<file path="src/rtl/dcr_pkg.sv">
// package: offsets, fields, resets and carriers for configuration registers 0x13..0x19
package dcr_pkg;

    // register addresses on the serial control register port
    localparam logic [7:0] ADDR_ROUTE_SYNC = 8'h13;
    localparam logic [7:0] ADDR_OFFA_LOW = 8'h14;
    localparam logic [7:0] ADDR_OFFB_LOW = 8'h15;
    localparam logic [7:0] ADDR_OFFA_HIGH = 8'h16;
    localparam logic [7:0] ADDR_OFFB_HIGH_SER = 8'h17;
    localparam logic [7:0] ADDR_POWER_SENSE = 8'h18;
    localparam logic [7:0] ADDR_REF_SELECT = 8'h19;

    // reset values
    localparam logic [7:0] RST_ROUTE_SYNC = 8'h00;
    localparam logic [7:0] RST_OFFA_LOW = 8'h00;
    localparam logic [7:0] RST_OFFB_LOW = 8'h00;
    localparam logic [7:0] RST_OFFA_HIGH = 8'h00;
    localparam logic [7:0] RST_OFFB_HIGH_SER = 8'h00;
    localparam logic [7:0] RST_POWER_SENSE = 8'h83;
    localparam logic [7:0] RST_REF_SELECT = 8'h00;
    localparam logic [7:0] READ_UNMAPPED = 8'h00;

    // field positions in channel_routing_sync_select
    localparam int BIT_COPY_A_TO_B = 7;
    localparam int BIT_COPY_B_TO_A = 6;
    localparam int BIT_SYNC_SEL = 1;
    localparam int BIT_BIT_FLIP = 0;

    // offset high fields in 0x16 / 0x17
    localparam int OFF_HIGH_MSB = 7;
    localparam int OFF_HIGH_LSB = 3;
    localparam int OFFSET_W = 13;

    // serial and clock-path fields in 0x17
    localparam int BIT_FOUR_WIRE = 2;
    localparam int BIT_CLKPATH_SLEEP_A = 1;
    localparam int BIT_CLKPATH_SLEEP_B = 0;

    // power_sensor_control fields
    localparam int BIT_TSENSE_ENA = 7;
    localparam int BIT_CLKRECV_SLEEP = 6;
    localparam int BIT_SLEEP_B = 3;
    localparam int BIT_SLEEP_A = 2;

    // reference_select field
    localparam int BIT_EXT_REF = 2;

    // sync source encodings
    localparam logic SYNC_SRC_STROBE = 1'b0;
    localparam logic SYNC_SRC_FRAME = 1'b1;

    // one register access from the serial interface decoder
    typedef struct packed {
        logic wr;
        logic rd;
        logic [7:0] addr;
        logic [7:0] wdata;
    } dcr_access_type;

    // active offset pair handed to the correction logic
    typedef struct packed {
        logic [OFFSET_W-1:0] a;
        logic [OFFSET_W-1:0] b;
    } dcr_offset_type;

endpackage

</file>
<file path="src/rtl/dcr_config_regs.sv">
// configuration registers 0x13..0x19 with routing, sync, offset and power controls
// Function
// - copy bit set: channel A sample stream also drives channel B.
// - copy bit set: channel B sample stream also drives channel A.
// - sync select: 0 external strobe, 1 frame via FIFO; both sync uses.
// - flip bit set: input data word bit order reversed, MSB becomes LSB.
// - channel A offset is 13 bits: low byte 0x14, high five bits 0x16[7:3].
// - channel B offset is 13 bits: low byte 0x15, high five bits 0x17[7:3].
// - write to 0x14 loads all four offset bytes at once; others wait.
// - four-wire bit set: alarm pin becomes dedicated serial read-data output.
// - 0x17 bits 1 and 0 sleep clock paths of channel A and B.
// - temperature sensor enable powers sensor, resets to one.
// - 0x18 bit 6 sleeps clock receiver and external strobe receiver.
// - 0x18 bits 3 and 2 sleep converter B and converter A.
// - 0x19 bit 2 chooses reference: 0 internal, 1 external.
// - divider sync enable uses chosen sync source; meant for initialization.
module dcr_config_regs
    import dcr_pkg::*;
#(
    parameter int SAMPLE_W = 16,
    parameter int WORD_W = 8
) (
    // clock and reset
    input wire logic clk,
    input wire logic reset,
    // register port from the serial interface decoder
    input wire dcr_access_type reg_access,
    output logic [7:0] reg_rdata,
    output logic reg_rvalid,
    // sample streams
    input wire logic [SAMPLE_W-1:0] sample_a_in,
    input wire logic [SAMPLE_W-1:0] sample_b_in,
    output logic [SAMPLE_W-1:0] sample_a_out,
    output logic [SAMPLE_W-1:0] sample_b_out,
    // input data word
    input wire logic [WORD_W-1:0] data_word_in,
    output logic [WORD_W-1:0] data_word_out,
    // sync sources and results
    input wire logic external_sync_strobe,
    input wire logic frame_sync,
    input wire logic clkdiv_sync_enable,
    output logic multi_device_sync,
    output logic clkdiv_sync,
    // active offset correction
    output dcr_offset_type offset_active,
    // serial pin mode
    input wire logic alarm_in,
    input wire logic serial_read_data,
    output logic four_wire_serial_select,
    output logic alarm_pin_out,
    // power and reference controls
    output logic clkpath_sleep_a,
    output logic clkpath_sleep_b,
    output logic tsense_enable,
    output logic clkrecv_sleep,
    output logic converter_sleep_a,
    output logic converter_sleep_b,
    output logic external_ref_select
);

    // refused at elaboration: a zero-width lane has nothing to route or reverse
    if (SAMPLE_W < 1 || WORD_W < 1) begin : g_width_check
        $error("dcr_config_regs: widths must be at least one");
    end

    logic [7:0] route_sync_r;
    logic [7:0] offa_low_r;
    logic [7:0] offb_low_r;
    logic [7:0] offa_high_r;
    logic [7:0] offb_high_ser_r;
    logic [7:0] power_sense_r;
    logic [7:0] ref_select_r;
    logic autosync;
    logic [WORD_W-1:0] flipped_word;
    logic strobe_live;
    logic sync_source;
    dcr_offset_type offset_nxt;

    // ---------------- register writes ----------------
    always_ff @(posedge clk) begin
        if (reset) begin
            route_sync_r <= RST_ROUTE_SYNC;
        end else if (reg_access.wr && reg_access.addr == ADDR_ROUTE_SYNC) begin
            route_sync_r <= reg_access.wdata;
        end
    end

    always_ff @(posedge clk) begin
        if (reset) begin
            offa_low_r <= RST_OFFA_LOW;
        end else if (autosync) begin
            offa_low_r <= reg_access.wdata;
        end
    end

    always_ff @(posedge clk) begin
        if (reset) begin
            offb_low_r <= RST_OFFB_LOW;
        end else if (reg_access.wr && reg_access.addr == ADDR_OFFB_LOW) begin
            offb_low_r <= reg_access.wdata;
        end
    end

    always_ff @(posedge clk) begin
        if (reset) begin
            offa_high_r <= RST_OFFA_HIGH;
        end else if (reg_access.wr && reg_access.addr == ADDR_OFFA_HIGH) begin
            offa_high_r <= reg_access.wdata;
        end
    end

    always_ff @(posedge clk) begin
        if (reset) begin
            offb_high_ser_r <= RST_OFFB_HIGH_SER;
        end else if (reg_access.wr && reg_access.addr == ADDR_OFFB_HIGH_SER) begin
            offb_high_ser_r <= reg_access.wdata;
        end
    end

    // reserved bits are stored as written, so a host that keeps them at default reads them back
    always_ff @(posedge clk) begin
        if (reset) begin
            power_sense_r <= RST_POWER_SENSE;
        end else if (reg_access.wr && reg_access.addr == ADDR_POWER_SENSE) begin
            power_sense_r <= reg_access.wdata;
        end
    end

    always_ff @(posedge clk) begin
        if (reset) begin
            ref_select_r <= RST_REF_SELECT;
        end else if (reg_access.wr && reg_access.addr == ADDR_REF_SELECT) begin
            ref_select_r <= reg_access.wdata;
        end
    end

    // ---------------- readback ----------------
    always_ff @(posedge clk) begin
        if (reset) begin
            reg_rdata <= READ_UNMAPPED;
            reg_rvalid <= 1'b0;
        end else begin
            reg_rvalid <= reg_access.rd;
            if (reg_access.rd) begin
                case (reg_access.addr)
                    ADDR_ROUTE_SYNC: reg_rdata <= route_sync_r;
                    ADDR_OFFA_LOW: reg_rdata <= offa_low_r;
                    ADDR_OFFB_LOW: reg_rdata <= offb_low_r;
                    ADDR_OFFA_HIGH: reg_rdata <= offa_high_r;
                    ADDR_OFFB_HIGH_SER: reg_rdata <= offb_high_ser_r;
                    ADDR_POWER_SENSE: reg_rdata <= power_sense_r;
                    ADDR_REF_SELECT: reg_rdata <= ref_select_r;
                    default: reg_rdata <= READ_UNMAPPED;
                endcase
            end
        end
    end

    // ---------------- offset autosync ----------------
    assign autosync = reg_access.wr && reg_access.addr == ADDR_OFFA_LOW;

    // the new low byte comes from the write itself so it joins the same load
    always_comb begin
        offset_nxt.a = {offa_high_r[OFF_HIGH_MSB:OFF_HIGH_LSB], reg_access.wdata};
        offset_nxt.b = {offb_high_ser_r[OFF_HIGH_MSB:OFF_HIGH_LSB], offb_low_r};
    end

    // staged bytes stay invisible until the low A byte lands, so a partial update never glitches
    always_ff @(posedge clk) begin
        if (reset) begin
            offset_active <= '0;
        end else if (autosync) begin
            offset_active <= offset_nxt;
        end
    end

    // ---------------- sample routing ----------------
    // with both copy bits set the channels simply swap
    always_ff @(posedge clk) begin
        if (reset) begin
            sample_a_out <= '0;
            sample_b_out <= '0;
        end else begin
            sample_a_out <= route_sync_r[BIT_COPY_B_TO_A] ? sample_b_in : sample_a_in;
            sample_b_out <= route_sync_r[BIT_COPY_A_TO_B] ? sample_a_in : sample_b_in;
        end
    end

    // ---------------- bit-order flip ----------------
    always_comb begin
        for (int i = 0; i < WORD_W; i++) begin
            flipped_word[i] = data_word_in[WORD_W-1-i];
        end
    end

    always_ff @(posedge clk) begin
        if (reset) begin
            data_word_out <= '0;
        end else begin
            data_word_out <= route_sync_r[BIT_BIT_FLIP] ? flipped_word : data_word_in;
        end
    end

    // ---------------- sync source ----------------
    // a sleeping clock receiver also silences the strobe receiver
    assign strobe_live = external_sync_strobe && !power_sense_r[BIT_CLKRECV_SLEEP];
    assign sync_source = (route_sync_r[BIT_SYNC_SEL] == SYNC_SRC_FRAME) ? frame_sync
                                                                        : strobe_live;

    // divider sync is left to the host to disable after initialization
    always_ff @(posedge clk) begin
        if (reset) begin
            multi_device_sync <= 1'b0;
            clkdiv_sync <= 1'b0;
        end else begin
            multi_device_sync <= sync_source;
            clkdiv_sync <= sync_source && clkdiv_sync_enable;
        end
    end

    // ---------------- serial pin mode ----------------
    always_ff @(posedge clk) begin
        if (reset) begin
            alarm_pin_out <= 1'b0;
        end else begin
            alarm_pin_out <= offb_high_ser_r[BIT_FOUR_WIRE] ? serial_read_data : alarm_in;
        end
    end

    // ---------------- static controls straight from register bits ----------------
    assign four_wire_serial_select = offb_high_ser_r[BIT_FOUR_WIRE];
    assign clkpath_sleep_a = offb_high_ser_r[BIT_CLKPATH_SLEEP_A];
    assign clkpath_sleep_b = offb_high_ser_r[BIT_CLKPATH_SLEEP_B];
    assign tsense_enable = power_sense_r[BIT_TSENSE_ENA];
    assign clkrecv_sleep = power_sense_r[BIT_CLKRECV_SLEEP];
    assign converter_sleep_a = power_sense_r[BIT_SLEEP_A];
    assign converter_sleep_b = power_sense_r[BIT_SLEEP_B];
    assign external_ref_select = ref_select_r[BIT_EXT_REF];
endmodule

</file>
<file path="config.mk">
export PLATFORM = sky130hd
export DESIGN_NAME = dcr_config_regs
export DESIGN_NICKNAME = d
export VERILOG_FILES = /design/src/rtl/dcr_pkg.sv /design/src/rtl/dcr_config_regs.sv
export SDC_FILE = /design/constraint.sdc
export NUM_CORES = 1
export LEC_CHECK = 0
export BUFFER_PORTS_ARGS = -buffer_cell sky130_fd_sc_hd__buf_2
export CAP_MARGIN = 20
export CORE_ASPECT_RATIO = 1.25
export CORE_UTILIZATION = 51
export CTS_CLUSTER_SIZE = 10
export DETAILED_ROUTE_END_ITERATION = 10
export PLACE_DENSITY = 0.79
export SYNTH_ARGS = -nofsm -noshare
export SYNTH_HDL_FRONTEND = slang
export SYNTH_SLANG_ARGS = --single-unit
</file>
<file path="constraint.sdc">
create_clock -name clk -period 1.6 [get_ports clk]
set_input_delay 0 -clock clk [delete_from_list [all_inputs] [get_ports clk]]
set_output_delay 0 -clock clk [all_outputs]
set_load 0.05 [all_outputs]
</file>
==> results.toml <==
[critical_path]
critPathKind = "flip-flop to flip-flop"
path_max_fanout = 9
end_kind = "flip-flop"
timing.rr.start = "route_sync_r[0]$_SDFFE_PP0P_"
rr_endpoint = "data_word_out[5]$_SDFF_PP0_"
ff2ff_setup_slack_ps = 70
start_kind = "flip-flop"
worstPathArrival_ps = 1820
crit_required_ps = 1890
worstRegToRegCells = 4

[finish]
syn_to_final_growth_pct = 42.4
n_fill_cell = 635
insertedDiodeCount = 0
drive_gt1_share_pct = 29.5
layout.nets = 784
final_cells = 854

[global_routing]
grt_max_degree = 75
grt_pass1_wl_um = 23300
antenna_found_initial = 0
grt_usage_pct = 29.5
globalRouteOverflowTotal = 0
grt_pass1_vias = 4722

[sta]
setup_ws_ps = 68.9
fin_crit_ps = 1530
post-route-period-util_pct = 95.7
max_slew_margin_pct = 59.3
fmax_mhz = 653
final_hold_viol_count = 0
clock_skew_ps = 5.26
rsz0062_at_grt = "false"
slew_violations = 0
holdWs_ps = 94.5
fin_tns_setup_ps = 0
worst_pin_slew_ps = 608
setup_viol = 0

[synth]
synth-seq-cells = 126
synth_async_sr_flop_share_pct = 0
synth_area_mm2 = 0.00495
synth_seq_area_share_pct = 51.0
synth_area_leaders = "dfxtp_1 (51%), mux2i_1 (17%), nor2_1 (7.1%)"
syn-instance-count = 503
synth_top_area_share_pct = 51.0
ys_warn_count = 0
yosysMostFrequentCell = "dfxtp_1"
synth_largest_area_cell = "dfxtp_1"
synth_edf_count = 0
syn_nets = 568
synth_common_cells = "dfxtp_1 (126), nor2_1 (93), mux2i_1 (86)"
ys_types = 33
syn_area_per_cell_um2 = 9.84
yosys_most_used_dff = "dfxtp_1"

[clock_tree]
numCtsBuffers = 17
cts_max_level = 4
cts_tree = "yes"
clk_path_buf_depth = 2
post_cts_buffers = 0
clk_latency_ps = 410
cts-root-buf = "clkbuf_16"
clock_sinks = 126
clk_pin_slew_ps = 50

[hold_path]
hold_start = "reset"
min_to = "data_word_out[7]$_SDFF_PP0_"
hold_depth = 3
hp-class = "input port to flip-flop"

[flow_run]
drv_cap = 0

[power_and_ir_drop]
ir_drop_v = 0.000955
p_leak_nw = 3.39
p_per_area_mw_per_mm2 = 1100
p_total_w = 0.00778

[route]
routed-wl-met3_um = 1000
vias = 4582
wl_per_cell_um = 17.1
first_iter_violations = 286
wirelength_met1_um = 5690
dr.max_layer_used = "met4"
detail_route.first_pass.iterations = 7
ant_nets = 0
wl_met2_um = 7630
viasPerCell = 5.37
drc = 0
drt_wl_total_um = 14600

[placed_design]
gp_congestion = 0.841
preCtsSetupSlack_ps = 48.1
hpwl_um = 9020
port_buffers = 150
place_inst = 759

[floorplan]
io_pins = 151
rows = 39
die_w_um = 90.1
chipHeight_um = 112
core_area_mm2 = 0.00927
initial_core_util_pct = 53.4
dieArea_mm2 = 0.0101

[run_status]
status = "complete, no violations"
==> worst max-delay path, stage by stage, from the launching register on <==
cell	delay, ps
dfxtp_1	330
buf_4	210
mux2i_1	250
dlygate4sd3_1	580
nor2_1	40
==> worst max path at each step <==
stage,from,end,slack [ps],cells past startpoint
6_report,route_sync_r[0]$_SDFFE_PP0P_,data_word_out[5]$_SDFF_PP0_,70,4
5_1_grt,route_sync_r[0]$_SDFFE_PP0P_,data_word_out[5]$_SDFF_PP0_,6,4
4_1_cts,route_sync_r[7]$_SDFFE_PP0P_,sample_b_out[10]$_SDFF_PP0_,40,4
3_5_place_dp,reg_access[10],reg_rdata[4]$_SDFFE_PP0P_,50,6
3_3_place_gp,reg_access[10],reg_rdata[4]$_SDFFE_PP0P_,130,6
2_1_floorplan,offb_high_ser_r[2]$_SDFFE_PP0P_,reg_rdata[2]$_SDFFE_PP0P_,100,4
==> cell families (layout without fill, tap and decap cells) <==
family          count (synthesis)  after routing  share of synthesized area, %
mux                            95             95                          19.4
compound gates                 71             71                          9.56
buf+inv                        40            268                          4.47
simple gates                  171            171                          15.6
flops                         126            126                          51.0
==> sequential cells by signal, summed over array words and instances (netlist names) <==
name / flops
ref_select_r: 8
reg_rvalid: 1
sample_a_out: 16
route_sync_r: 8
data_word_out: 8
reg_rdata: 8
clkdiv_sync: 1
sample_b_out: 16
offa_high_r: 8
multi_device_sync: 1
offb_high_ser_r: 8
offset_active: 19
offb_low_r: 8
power_sense_r: 8
alarm_pin_out: 1
offa_low_r: 7
==> cell usage in the layout, fill, tap and decap left out, drive strengths merged, types with 7 or more instances in the layout <==
cell,Yosys,layout
nand4,7,7
a222oi,7,7
mux2i,86,86
o21ai,8,8
clkbuf,17,25
dfxtp,126,126
dlygate4sd3,0,64
buf,19,169
a21oi,34,34
nor2,93,93
mux2,9,9
a22oi,8,8
a32o,7,7
nand2,60,60
==> per-stage QoR <==
stage	utilization, %	instance area [um^2]
5_1_grt	76.0	7050
6_report	76.0	7050
4_1_cts	76.0	7040
2_1_floorplan	-	4950
3_5_place_dp	62.6	5810
3_3_place_gp	62.6	5810
==> cell type report <==
cell class	instances	area (um^2)	share of cell area, %
Sequential cell	126	2520	35.8
Multi-Input combinational cell	337	2210	31.3
Timing Repair Buffer	233	1560	22.1
Clock buffer	25	515	7.31
Tap cell	123	154	2.18
Clock inverter	6	80.1	1.14
Inverter	4	15.0	0.213
==> what timing repair did <==
item | CTS | global route
hold buffers | 64 | 0
endpoints found under the hold margin | 93 | 0
resized for setup | 0 | 3
setup endpoints to repair | 0 | 5
==> layer usage <==
metal,global-route usage [%],up-vias
li1,-,2174
met1,32.2,2178
met5,0,-
met4,11.4,0
met3,8.94,37
met2,53.5,193
==> report_power, final <==
| group | switching [W] | total (W) | internal [W] | leakage (nW) |
|---|---|---|---|---|
| clock | 0.00128 | 0.00380 | 0.00252 | 0.299 |
| combinational | 0.000482 | 0.000760 | 0.000278 | 2.07 |
| sequential | 0.0000164 | 0.00322 | 0.00320 | 1.03 |
No activity file was read; power rests on OpenSTA's default activity.
